### src/rtl/cwp_pkg.sv
// Shared constants, types and the address map of the current-input word packer.
package cwp_pkg;

	// ------------------------------------------------------------
	// Clock and publishing period
	// ------------------------------------------------------------
	localparam longint CLK_HZ           = 25_000_000;
	localparam longint UPDATE_PERIOD_NS = 6_500_000;
	// Longest allowed period, so the cycle count rounds down.
	localparam int UPDATE_CYCLES =
		int'((UPDATE_PERIOD_NS * CLK_HZ) / 64'd1_000_000_000);

	// ------------------------------------------------------------
	// Channel word layout
	// ------------------------------------------------------------
	localparam int MEAS_W         = 12;
	localparam int WORD_W         = 16;
	localparam int MEAS_LSB       = 4;
	localparam int LIVE_ZERO_BIT  = 0;
	localparam int LINE_FAULT_BIT = 1;

	// Scaling window inside which the status nibble is kept.
	localparam logic [15:0] SCALE_MIN = 16'h2710;
	localparam logic [15:0] SCALE_MAX = 16'hC350;

	// Converter codes: 0..4095 span 0..25 mA.
	localparam logic [11:0] LIVE_ZERO_CODE = 12'h024E;
	localparam logic [11:0] BREAK_DEFAULT  = 12'h00A3;
	localparam logic [11:0] SHORT_DEFAULT  = 12'h0D70;

	// ------------------------------------------------------------
	// Direct offsets of the areas
	// ------------------------------------------------------------
	localparam logic [15:0] OFS_ALLOC_PROC = 16'h0000;
	localparam logic [15:0] OFS_SLOT_PROC  = 16'h0100;
	localparam logic [15:0] OFS_SLOT_STAT  = 16'h0300;
	localparam logic [15:0] OFS_SLOT_TYPE  = 16'h0400;
	localparam logic [15:0] OFS_HOLD_PROC  = 16'h0600;
	localparam logic [15:0] OFS_STAT_BITS  = 16'h0800;

	// Conventional register numbers of the same areas.
	localparam logic [15:0] CONV_INPUT     = 16'h7531;
	localparam logic [15:0] CONV_SLOT_PROC = 16'h88B8;
	localparam logic [15:0] CONV_SLOT_STAT = 16'h8980;
	localparam logic [15:0] CONV_SLOT_TYPE = 16'h89E4;
	localparam logic [15:0] CONV_HOLD_PROC = 16'h3F48;
	localparam logic [15:0] CONV_STAT_BITS = 16'h36B1;

	// ------------------------------------------------------------
	// Function and exception codes
	// ------------------------------------------------------------
	localparam logic [7:0] FC_READ_BITS  = 8'h02;
	localparam logic [7:0] FC_READ_HOLD  = 8'h03;
	localparam logic [7:0] FC_READ_INPUT = 8'h04;
	localparam logic [7:0] EXC_NONE      = 8'h00;
	localparam logic [7:0] EXC_BAD_FUNC  = 8'h01;
	localparam logic [7:0] EXC_BAD_ADDR  = 8'h02;

	// ------------------------------------------------------------
	// Types
	// ------------------------------------------------------------
	typedef enum logic [1:0] {
		ST_IDLE   = 2'b00,
		ST_DECODE = 2'b01,
		ST_ANSWER = 2'b11
	} cwp_state_e;

	typedef struct packed {
		logic [7:0]  func;
		logic [15:0] addr;
		logic        conventional;
	} cwp_req_s;

	typedef struct packed {
		logic [15:0] data;
		logic [7:0]  exc;
	} cwp_rsp_s;

endpackage

### src/rtl/cwp_word_packer.sv
// Combinational packing of one converter sample into the channel word.
`timescale 1ns/1ps
module cwp_word_packer
	import cwp_pkg::*;
(
	// Sample.
	input  wire logic [MEAS_W-1:0] sampleCode,
	// Configuration.
	input  wire logic              lineFaultEnable,
	input  wire logic [MEAS_W-1:0] breakCode,
	input  wire logic [MEAS_W-1:0] shortCode,
	input  wire logic [15:0]       scaleBegin,
	input  wire logic [15:0]       scaleEnd,
	// Result.
	output logic [WORD_W-1:0]      word,
	output logic                   liveZero,
	output logic                   lineFault
);

	logic statusKept;

	// Fault flags; a disabled detector never reports.
	always_comb begin
		liveZero  = sampleCode < LIVE_ZERO_CODE;
		lineFault = lineFaultEnable &&
			(sampleCode < breakCode || sampleCode > shortCode);
	end

	// Status survives only inside the scaling window.
	assign statusKept = scaleBegin >= SCALE_MIN && scaleEnd <= SCALE_MAX;

	// Measured value in the top twelve bits, status in the low nibble.
	always_comb begin
		word = {sampleCode, 4'h0};
		if (statusKept) begin
			word[LIVE_ZERO_BIT]  = liveZero;
			word[LINE_FAULT_BIT] = lineFault;
		end
	end

endmodule

### src/rtl/cwp_current_input.sv
// Current-input channel: word packing, periodic publish and read access.
`timescale 1ns/1ps
module cwp_current_input
	import cwp_pkg::*;
#(
	parameter int          UPDATE_COUNT = UPDATE_CYCLES,
	parameter logic [15:0] SLOT         = 16'h0000,
	// Arbitrary neutral value for the type word.
	parameter logic [15:0] TYPE_CODE    = 16'h00A5
)(
	// Clock and reset.
	input  wire logic              clk,
	input  wire logic              rst,
	// Converter samples, already twelve bits over 0 to 25 mA.
	input  wire logic [MEAS_W-1:0] sampleCode,
	input  wire logic              sampleValid,
	// Channel configuration.
	input  wire logic              lineFaultEnable,
	input  wire logic [MEAS_W-1:0] breakCode,
	input  wire logic [MEAS_W-1:0] shortCode,
	input  wire logic [15:0]       scaleBegin,
	input  wire logic [15:0]       scaleEnd,
	input  wire logic [15:0]       allocAddr,
	// Master requests.
	input  wire cwp_req_s          req,
	input  wire logic              reqValid,
	output logic                   reqReady,
	// Answers.
	output cwp_rsp_s               rsp,
	output logic                   rspValid,
	// Published state.
	output logic [WORD_W-1:0]      channelWord,
	output logic                   publishPulse
);

	// ------------------------------------------------------------
	// Elaboration checks
	// ------------------------------------------------------------
	// The period counter is 24 bits wide; a longer period would have its
	// end value cut to 24 bits, and the word would be published too often.
	if (UPDATE_COUNT < 1 || UPDATE_COUNT > 32'h00FF_FFFF) begin : g_count
		$error("UPDATE_COUNT out of range");
	end

	// Eight status bits per slot must stay inside the bit area, and
	// the slot is shifted by three before it is added.
	if (SLOT > 16'h00FF) begin : g_slot
		$error("SLOT must fit in eight bits");
	end

	// The packer puts the code directly above the status nibble.
	if (MEAS_W + MEAS_LSB != WORD_W) begin : g_layout
		$error("Word layout does not add up");
	end

	// ------------------------------------------------------------
	// Functions
	// ------------------------------------------------------------

	// Map a conventional number onto the direct offset of its area.
	// The conventional bases are not one fixed distance from the direct
	// ones, so each area is recognised by the highest base at or below
	// the number. Bit 16 of the result flags a number below every base
	// of its function; the decoder answers that with an address error.
	function automatic logic [16:0] toDirect(input logic [7:0] fc,
	                                         input logic [15:0] a);
		logic [16:0] d;
		d = {1'b1, 16'h0000};
		if (fc == FC_READ_INPUT) begin
			if (a >= CONV_SLOT_TYPE)
				d = {1'b0, a - CONV_SLOT_TYPE + OFS_SLOT_TYPE};
			else if (a >= CONV_SLOT_STAT)
				d = {1'b0, a - CONV_SLOT_STAT + OFS_SLOT_STAT};
			else if (a >= CONV_SLOT_PROC)
				d = {1'b0, a - CONV_SLOT_PROC + OFS_SLOT_PROC};
			else if (a >= CONV_INPUT)
				d = {1'b0, a - CONV_INPUT + OFS_ALLOC_PROC};
		end else if (fc == FC_READ_HOLD) begin
			if (a >= CONV_HOLD_PROC)
				d = {1'b0, a - CONV_HOLD_PROC + OFS_HOLD_PROC};
		end else if (fc == FC_READ_BITS) begin
			if (a >= CONV_STAT_BITS)
				d = {1'b0, a - CONV_STAT_BITS + OFS_STAT_BITS};
		end
		return d;
	endfunction

	// True when an address hits base plus index exactly.
	// The sum wraps at sixteen bits, as the address itself does.
	function automatic logic hits(input logic [15:0] a,
	                              input logic [15:0] base,
	                              input logic [15:0] idx);
		return a == 16'(base + idx);
	endfunction

	// ------------------------------------------------------------
	// Sample capture and packing
	// ------------------------------------------------------------
	logic [MEAS_W-1:0] heldCode;
	logic [WORD_W-1:0] packedWord;
	logic              liveZero;
	logic              lineFault;

	// Keep the newest conversion; the converter runs slower than publish.
	// A sample that arrives between two publishes waits here, so every
	// published word carries a whole code, never a mix of two.
	always_ff @(posedge clk) begin
		if (rst)
			heldCode <= '0;
		else if (sampleValid)
			heldCode <= sampleCode;
	end

	cwp_word_packer packer (
		.sampleCode      (heldCode),
		.lineFaultEnable (lineFaultEnable),
		.breakCode       (breakCode),
		.shortCode       (shortCode),
		.scaleBegin      (scaleBegin),
		.scaleEnd        (scaleEnd),
		.word            (packedWord),
		.liveZero        (liveZero),
		.lineFault       (lineFault)
	);

	// ------------------------------------------------------------
	// Periodic publish
	// ------------------------------------------------------------
	logic [23:0] periodCount;
	logic [7:0]  statusByte;
	logic        periodEnd;

	// The last count of a period; the first publish after reset falls
	// on the edge UPDATE_COUNT cycles after release, then every
	// UPDATE_COUNT cycles without drift.
	assign periodEnd = periodCount == 24'(UPDATE_COUNT - 1);

	// Free-running period counter, independent of the converter pace.
	// Requests never stall it, so reads cannot skew the publish rate.
	always_ff @(posedge clk) begin
		if (rst)
			periodCount <= '0;
		else if (periodEnd)
			periodCount <= '0;
		else
			periodCount <= periodCount + 24'h0000_01;
	end

	// Word and module status change only at a period boundary, so a
	// master never sees a half-updated pair.
	always_ff @(posedge clk) begin
		if (rst) begin
			channelWord  <= 16'h0000;
			statusByte   <= 8'h00;
			publishPulse <= 1'b0;
		end else begin
			publishPulse <= periodEnd;
			if (periodEnd) begin
				channelWord <= packedWord;
				statusByte  <= {6'h00, lineFault, liveZero};
			end
		end
	end

	// ------------------------------------------------------------
	// Request handling
	// ------------------------------------------------------------
	// Timing of one read, counted in rising edges:
	//   edge 0: reqValid seen while idle, request captured, ready drops;
	//   edge 1: answer registered, rspValid high for one cycle;
	//   edge 2: back to idle, ready high again.
	// A strobe while ready is low is ignored, so a master must hold its
	// request until ready is seen high. At most one read every three
	// cycles; the published word changes faster than that only when UPDATE_COUNT is below three.
	//
	// Read map, direct offsets:
	//   function 4: allocated word, slot word, slot status, slot type;
	//   function 3: allocated word in the holding area;
	//   function 2: the eight module status bits of this slot.
	// Anything else, writes included, answers with an exception.

	cwp_state_e  state;
	cwp_state_e  next_state;
	cwp_req_s    held;
	logic [16:0] direct;
	logic [15:0] statusWord;
	logic [15:0] next_data;
	logic [7:0]  next_exc;
	logic [15:0] bitIdx;

	// The module status byte sits in the high byte of its word. Unlike
	// the channel word it keeps both fault flags even when the scaling
	// window drops them from the nibble.
	assign statusWord = {statusByte, 8'h00};

	// Both numberings collapse onto the direct offsets here.
	assign direct = held.conventional ?
		toDirect(held.func, held.addr) : {1'b0, held.addr};

	// Bit number, counted from zero, inside this slot's eight status bits. An
	// address below the slot wraps to a large value and is refused.
	assign bitIdx = direct[15:0] - OFS_STAT_BITS - {SLOT[12:0], 3'b000};

	// Sequencer: one request in flight; the answer follows on the next
	// edge and the extra answer state keeps ready low for its cycle.
	always_comb begin
		next_state = state;
		case (state)
			ST_IDLE:
				if (reqValid)
					next_state = ST_DECODE;
			ST_DECODE:
				next_state = ST_ANSWER;
			ST_ANSWER:
				next_state = ST_IDLE;
			default:
				next_state = ST_IDLE;
		endcase
	end

	always_ff @(posedge clk) begin
		if (rst)
			state <= ST_IDLE;
		else
			state <= next_state;
	end

	// Capture the request only while idle; later ones are not taken.
	always_ff @(posedge clk) begin
		if (rst)
			held <= '0;
		else if (state == ST_IDLE && reqValid)
			held <= req;
	end

	// Address decode for the three read functions. The allocated word is
	// tried first, so an allocated address that overlaps a slot area
	// shadows that slot entry.
	always_comb begin
		next_data = 16'h0000;
		next_exc  = EXC_NONE;
		if (direct[16]) begin
			next_exc = EXC_BAD_ADDR;
		end else if (held.func == FC_READ_INPUT) begin
			if (hits(direct[15:0], OFS_ALLOC_PROC, allocAddr))
				next_data = channelWord;
			else if (hits(direct[15:0], OFS_SLOT_PROC, SLOT))
				next_data = channelWord;
			else if (hits(direct[15:0], OFS_SLOT_STAT, SLOT))
				next_data = statusWord;
			else if (hits(direct[15:0], OFS_SLOT_TYPE, SLOT))
				next_data = TYPE_CODE;
			else
				next_exc = EXC_BAD_ADDR;
		end else if (held.func == FC_READ_HOLD) begin
			if (hits(direct[15:0], OFS_HOLD_PROC, allocAddr))
				next_data = channelWord;
			else
				next_exc = EXC_BAD_ADDR;
		end else if (held.func == FC_READ_BITS) begin
			if (bitIdx < 16'h0008)
				next_data = {15'h0000, statusWord[8 + bitIdx[2:0]]};
			else
				next_exc = EXC_BAD_ADDR;
		end else begin
			// Writes and unknown functions touch nothing.
			next_exc = EXC_BAD_FUNC;
		end
	end

	// Answer register and ready flag, all from flip-flops. The answer
	// holds until the next one, so a slow master may still pick it up
	// after the valid pulse has gone.
	always_ff @(posedge clk) begin
		if (rst) begin
			rsp      <= '0;
			rspValid <= 1'b0;
			reqReady <= 1'b1;
		end else begin
			rspValid <= state == ST_DECODE;
			reqReady <= next_state == ST_IDLE;
			if (state == ST_DECODE) begin
				rsp.data <= next_data;
				rsp.exc  <= next_exc;
			end
		end
	end

endmodule

### config.mk
export PLATFORM = sky130hd
export DESIGN_NAME = cwp_current_input
export DESIGN_NICKNAME = d
export VERILOG_FILES = /design/src/rtl/cwp_pkg.sv /design/src/rtl/cwp_word_packer.sv /design/src/rtl/cwp_current_input.sv
export SDC_FILE = /design/constraint.sdc
export NUM_CORES = 1
export LEC_CHECK = 0
export ABC_AREA = 1
export CORE_UTILIZATION = 50
export CTS_CLUSTER_DIAMETER = 50
export DETAILED_ROUTE_END_ITERATION = 8
export DONT_BUFFER_PORTS = 1
export PLACE_DENSITY_LB_ADDON = 0.2
export SLEW_MARGIN = 5
export SYNTH_ARGS = -nofsm -noshare
export SYNTH_HDL_FRONTEND = slang
export SYNTH_SLANG_ARGS = --single-unit
### constraint.sdc
create_clock -name clk -period 4.2 [get_ports clk]
set_clock_uncertainty 0.15 [all_clocks]
set_input_delay 0.84 -clock clk [delete_from_list [all_inputs] [get_ports clk]]
set_output_delay 0.84 -clock clk [all_outputs]
set_load 0.005 [all_outputs]
# Yosys cells after proc, flatten, opt, wreduce, memory -nomap -nowiden
# Index checks and enable logic that the tools add are counted.
totals:
  reg_bits: 106
  input_bits: 114
  output_inout_bits: 43
  elab_cells: 93
op_classes:
  add_sub_neg: 15
  order_cmp: 13
  n_eq_ne: 10
  mux: 35
  reduce_logical: 7
ops:
  columns: ["operator", "n"]
  rows:
  - ["17-bit 2-to-1 mux", 10]
  - ["16-bit 2-to-1 mux", 6]
  - ["16-bit by 14-bit >= comparator with 1-bit output (second input constant)", 3]
  - ["16-bit >= comparator (second input constant)", 3]
  - ["16-bit subtractor (second input constant)", 3]
  - ["8-bit 2-to-1 mux", 5]
  - ["16-bit by 11-bit adder with 16-bit output (second input constant)", 2]
  - ["16-bit == test", 2]
  - ["16-bit by 14-bit subtractor with 16-bit output (second input constant)", 2]
  - ["24-bit by 1-bit adder with 24-bit output (second input constant)", 1]
  - ["24-bit by 18-bit == test with 1-bit output (second input constant)", 1]
  - ["11-bit by 16-bit adder with 16-bit output (first input constant)", 1]
  - ["16-bit by 10-bit adder with 16-bit output (second input constant)", 1]
  - ["16-bit by 12-bit adder with 16-bit output (second input constant)", 1]
  - ["16-bit by 9-bit adder with 16-bit output (second input constant)", 1]
  - ["16-bit by 10-bit == test with 1-bit output (second input constant)", 1]
  - ["16-bit by 11-bit == test with 1-bit output (second input constant)", 1]
  - ["16-bit by 9-bit == test with 1-bit output (second input constant)", 1]
  - ["8-bit by 2-bit == test with 1-bit output (second input constant)", 2]
  - ["16-bit by 15-bit >= comparator with 1-bit output (second input constant)", 1]
  - ["16-bit less-or-equal comparator (second input constant)", 1]
  - ["16-bit by 4-bit less-than comparator with 1-bit output (second input constant)", 1]
  - ["2-bit 2-to-1 mux", 8]
  - ["16-bit by 12-bit subtractor with 16-bit output (second input constant)", 1]
  - ["other kinds (16)", 21]

# Logic depth before layout (Yosys ltp)
logic_depth:
  ltp_word: 16
  ltp_mapped: 27

# Modules after synthesis
# Synthesis repeated with hierarchy kept, for this count alone.
hier_totals:
  hier_cells: 1381
  area_unflattened_um2: 8306.7
by_module_without_submodules:
  columns: ["module", "n_inst", "cells_each", "area_per_inst_um2", "seq_area_each_um2"]
  rows:
  - ["cwp_current_input", 1, 1216, 7363.3, 2021.9]
  - ["cwp_word_packer", 1, 165, 943.4, 0.0]

# Worst setup path before layout
# No wires, ideal clock.
synth_path:
  path_type: "register to register"
  startpoint: "register held[4] (netlist bit)"
  endpoint: "register rsp[8] (netlist bit)"
  arrival_time_ps: 2785
  setup_slack_ps: 1195
  path_stages_with_launch: 25
  n_path_buf: 1
  period_less_slack_ps: 3005
  path_cell_list: "dfxtp_1 > inv_1 > ha_1 > nand2_1 > nand2_1 > inv_2 > nand2_1 > nand2_1 > nand2_1 > nand2_2 > buf_6 > nand3_1 > nand3_1 > nand3_1 > nand2_1 > inv_1 > ha_1 > nand2_1 > nor3_1 > nand4_1 > nor2_1 > nor2_1 > nand2_1 > nand3_1 > a21oi_1"
synth_via:
  elab_chain_cells: 16
  elab_cells_between_ends: 47
  cone_classes: "add/sub (13); order compare (7); eq/ne (5); mux (22)"
synth_lines:
  columns: ["item", "line", "text"]
  rows:
  - ["from (decl)", "cwp_current_input.sv:184", "cwp_req_s held;"]
  - ["from (signal assigned)", "cwp_current_input.sv:233", "held <= req;"]
  - ["branches (longest 6 deep; another with 16-bit by 14-bit subtractor with 16-bit output)", null, null]
  - ["17-bit 2-to-1 mux *", "cwp_current_input.sv:197", "assign direct = held.conventional ?"]
  - ["16-bit by 12-bit subtractor with 16-bit output", "cwp_current_input.sv:202", "assign bitIdx = direct[15:0] - OFS_STAT_BITS - {SLOT[12:0], 3'b000};"]
  - ["4-bit by 3-bit adder with 5-bit output", "cwp_current_input.sv:262", "next_data = {15'h0000, statusWord[8 + bitIdx[2:0]]};"]
  - ["1-bit binary-select mux with 4-bit select", "cwp_current_input.sv:262", null]
  - ["1-bit 2-to-1 mux (implied by the code)", "cwp_current_input.sv:262", null]
  - ["1-bit 2-to-1 mux", "cwp_current_input.sv:261", "if (bitIdx < 16'h0008)"]
  - ["1-bit 2-to-1 mux", "cwp_current_input.sv:260", "end else if (held.func == FC_READ_BITS) begin"]
  - ["16-bit 2-to-1 mux", "cwp_current_input.sv:255", "end else if (held.func == FC_READ_HOLD) begin"]
  - ["16-bit 2-to-1 mux", "cwp_current_input.sv:244", "end else if (held.func == FC_READ_INPUT) begin"]
  - ["16-bit 2-to-1 mux *", "cwp_current_input.sv:242", "if (direct[16]) begin"]
  - ["to (decl)", "cwp_current_input.sv:29", "output cwp_rsp_s rsp,"]
# Mark *: on every way between the ends. The select of a mux whose other input is x is not followed.
# A chain may end at the register's enable or synchronous reset.

# Worst setup path after layout
layout_path:
  startpoint: "register held[12] (netlist bit)"
  endpoint: "register rsp[9] (netlist bit)"
layout_via:
  elab_chain_cells: 13
  elab_cells_between_ends: 38
  cone_classes: "add/sub (11); order compare (6); eq/ne (4); mux (17)"
layout_lines:
  columns: ["item", "line", "text"]
  rows:
  - ["16-bit by 14-bit subtractor with 16-bit output, or another cell as far along", "cwp_current_input.sv:83", "d = {1'b0, a - CONV_STAT_BITS + OFS_STAT_BITS};"]
  - ["16-bit by 12-bit adder with 16-bit output, or another cell as far along", "cwp_current_input.sv:83", null]
  - ["17-bit 2-to-1 mux (on tied branches)", "cwp_current_input.sv:82, cwp_current_input.sv:74", null]
  - ["17-bit 2-to-1 mux (on tied branches)", "cwp_current_input.sv:81, cwp_current_input.sv:72", null]
  - ["17-bit 2-to-1 mux (on tied branches)", "cwp_current_input.sv:78, cwp_current_input.sv:70", null]
  - ["17-bit 2-to-1 mux", "cwp_current_input.sv:69", "if (fc == FC_READ_INPUT) begin"]
  - ["17-bit 2-to-1 mux *", "cwp_current_input.sv:197", null]
  - ["16-bit by 10-bit == test with 1-bit output", "cwp_current_input.sv:93", "return a == 16'(base + idx);"]
  - ["10-bit 2-to-1 mux", "cwp_current_input.sv:249", "else if (hits(direct[15:0], OFS_SLOT_STAT, SLOT))"]
  - ["16-bit 2-to-1 mux", "cwp_current_input.sv:247", "else if (hits(direct[15:0], OFS_SLOT_PROC, SLOT))"]
  - ["16-bit 2-to-1 mux", "cwp_current_input.sv:245", "if (hits(direct[15:0], OFS_ALLOC_PROC, allocAddr))"]
  - ["16-bit 2-to-1 mux", "cwp_current_input.sv:244", null]
  - ["16-bit 2-to-1 mux *", "cwp_current_input.sv:242", null]
# Mark *: on every way between the ends. The rest lies on a longest branch, timed or not.

==> results.md <==
- Core area: between 15000 and 20000 um2
- Starting Density: 0.516
- Post-CTS setup buffers: 0
- DRT Wirelength: ~25000 um
- Mapped Cells: approximately 1.3k
- Vias: ~8.5k
- Worst setup path class: reg -> reg
- CTS Root Cell: clkbuf_16
- Cell Pwr Density: slightly above 300 nW/um2
- Static leakage: about 3.8 nW
- Fmax: roughly 0.26 GHz
- Post-synth top area cell: dfxtp_1
- CTS clock-pin slew for the worst setup and hold paths: ~80 ps
- Main synth FF type: dfxtp_1
- FP Rows: 45
- Routed len/inst: approximately 17 um
- PostCTS Resize Cnt: 0
- H-tree levels: 3
- Worst Setup Start Kind: register
- Share of layout cells above drive strength 1: 0.0690
- Post-DR vias/cell: around 5.7
- CP max FO: 14
- DRC: 0
- Post-synthesis simple-gate area fraction: 0.412
- Multi-input logic area: a little over 5000 um2
- RSZ-0062 raised after global routing: false
- GRT Overall Usage: 0.314
- #FFs+latches synth: between 90 and 100
- Hold buffer count at cts: 0
- Synth cell count leaders: nand2_1, inv_1, nor2_1
- Relative slew slack: 0.227
- Grt total ovfl: 0
- Post-Synth Adder-Cell Area: 0.0634
- Peak per-stage delay on the critical path: between 600 and 700 ps
- Reg2reg start: held[12]
- Top Ports: about 160
- Met1 usage: 0.399
- Number of buffers added on ports: 0
- Global placement routability congestion: around 0.99
- EDFF count, synth: 0
- Setup violations, final: 0
- XOR/XNOR Fraction of Synth Area: 0.0311
- Combinational family with the most area after synthesis: simple AND/OR/NAND/NOR gates
- Minimum clock period: 3840 ps
- Worst EP arrival: ~4000 ps
- Largest net degree at the start of global routing: 48
- Synth Area in Compound Gates: 0.132
- WP buf/inv: 2
- Crit path max-delay family: simple AND/OR/NAND/NOR gates
- Multiplexer share of the synthesized area: 0
- Initial DRC Count: about 800
- Most used routing layer: met2
- GRT met3 Usage: 0.0743
- Hold crit path type: reg -> reg
- Worst reg2reg setup slack: approximately 360 ps
- Synth area leaders: dfxtp_1, nand2_1, nand3_1
- Max-Cap Viols: 0
- First-pass GRT wire length: 39800 um
- Endpoints failing hold: 0
- Required @ worst endpoint: about 4300 ps
- CTS Buffer Depth: 2
- Layout Utilization: 0.543
- Antenna-violating nets left: 0
- Mapped Area: ~8000 um2
- # fillers: around 1.7k
- Critical path, cell by cell: inv_1 -> nor2_2 -> nand3_1 -> nand3_2 -> buf_4 -> nand4_1 -> o21ai_1 -> nor2_1 -> nand2_1 -> nand2_2 -> xor2_1 -> nor2_1 -> nand4_2 -> o21bai_4 -> nand4_1 -> a21oi_1
- CTS sink cnt: 98
- Critical path capture point type: register
- Syn Area/Cell: just over 6 um2
- Count leader, synth: nand2_1
- Met2 global-route usage: 0.511
- HP Start: periodCount[0]
- Area Growth Syn to Fin: 5.37%
- FF/Latch Area: roughly 2000 um2
- CP Launch Point: held[12]
- Latest clock arrival within the worst-skew pair: 350 ps
- Final setup TNS: 0 ps
- Vias in the first global route: ~7.7k
- Yosys warnings: 0
- Worst-Margin Slew: around 1200 ps
- Yosys cell types: between 50 and 60
- Final net count: 1439
- DPL Wire Length: approximately 20000 um
- Post-route clock period utilization: 0.914
- Die ar.: 16300 um2
- Peak supply drop: approximately 0.0003 V
- CTS tree: done
- Synth async-reset ratio: 0
- Chip Width: ~130 um
- Area share of the leading cell type in the synthesized netlist: 0.248
- Die height: around 130 um
- Slowest cell on crit path: dfxtp_1
- Initial antenna violation count: 3
- Total power: roughly 0.0026 W
- Diodes inserted: 0
- Outcome: completed
- Sequential area share after synthesis: 0.248
- CTS buffer count: 9
- TritonRoute pass-1 iters: 5
- Final Max Tran Viols: 0
cell families after synthesis:
logic type,after synthesis
buffers and inverters,207
DFF,98
xor gates and xnor gates,28
other,1
and+or+nand+nor,732
adders and majority gates,40
AOI/OAI and AO/OA,191
worst reg2reg max path: cells and delay by family, from the launching register on:
| kind | cells | cell delay [ps] |
|---|---|---|
| and+or+nand+nor | 10 | 1560 |
| buffers and inverters | 2 | 600 |
| DFF | 1 | 630 |
| xor gates and xnor gates | 1 | 160 |
| AOI/OAI and AO/OA | 3 | 670 |
path summary, 6_finish.rpt:
check | endpoint | cells after the start
worst max-delay path | rsp[9] | 16
worst min-delay path | periodCount[0] | 1
worst max register to register | rsp[9] | 16
worst min register to register | periodCount[0] | 1
sequential cells by signal, indices dropped and copies added (netlist names):
register and flops:
channelWord 14, held 25, heldCode 12, periodCount 24
publishPulse 1, reqReady 1, rsp 17, state 2
statusByte 2
power by group:
group	total (W)	switching [W]	leakage, nW	internal [W]
sequential	0.00102	0.0000542	0.800	0.000968
clock	0.000781	0.000376	0.122	0.000405
combinational	0.000755	0.000516	2.91	0.000238
cells in the final DEF (no fill, tap or decap), drive strengths merged, types with 21 or more instances in the layout:
cell	Yosys	routed
nor2	142	142
buf	33	21
o21ai	73	73
ha	40	40
dfxtp	98	98
nand4	41	41
inv	153	155
a21oi	96	96
nand3	138	138
nand2	360	360
xor2	23	23
nor3	26	26
per-stage QoR:
| step | hold slack (ps) | std cells | worst slack (ps) | instance area [um2] |
|---|---|---|---|---|
| after floorplan | 268 | 1305 | 1190 | 7930 |
| final | 315 | 1500 | 363 | 8320 |
| after global routing | 334 | 1500 | 89.9 | 8320 |
| after detailed placement | 303 | 1485 | 487 | 8050 |
| after global placement | 279 | 1485 | 517 | 8050 |
| after CTS | 319 | 1500 | 472 | 8320 |
per-layer routing:
layer | routed length, um | share of wire
met1 | 10500 | 0.41
met2 | 11200 | 0.44
met3 | 2760 | 0.11
met4 | 896 | 0.035
met5 | 23 | 0.00091
cell type report:
class                      instances  share of cell area
clock buffer                       9              0.0271
tap                              211              0.0317
timing repair buffer              21              0.0189
sequential                        98               0.236
clock inverter                     6             0.00602
inverter                         155              0.0702
multi-input combinational       1000               0.610
Note: power is estimated with default switching activity, not from simulation.
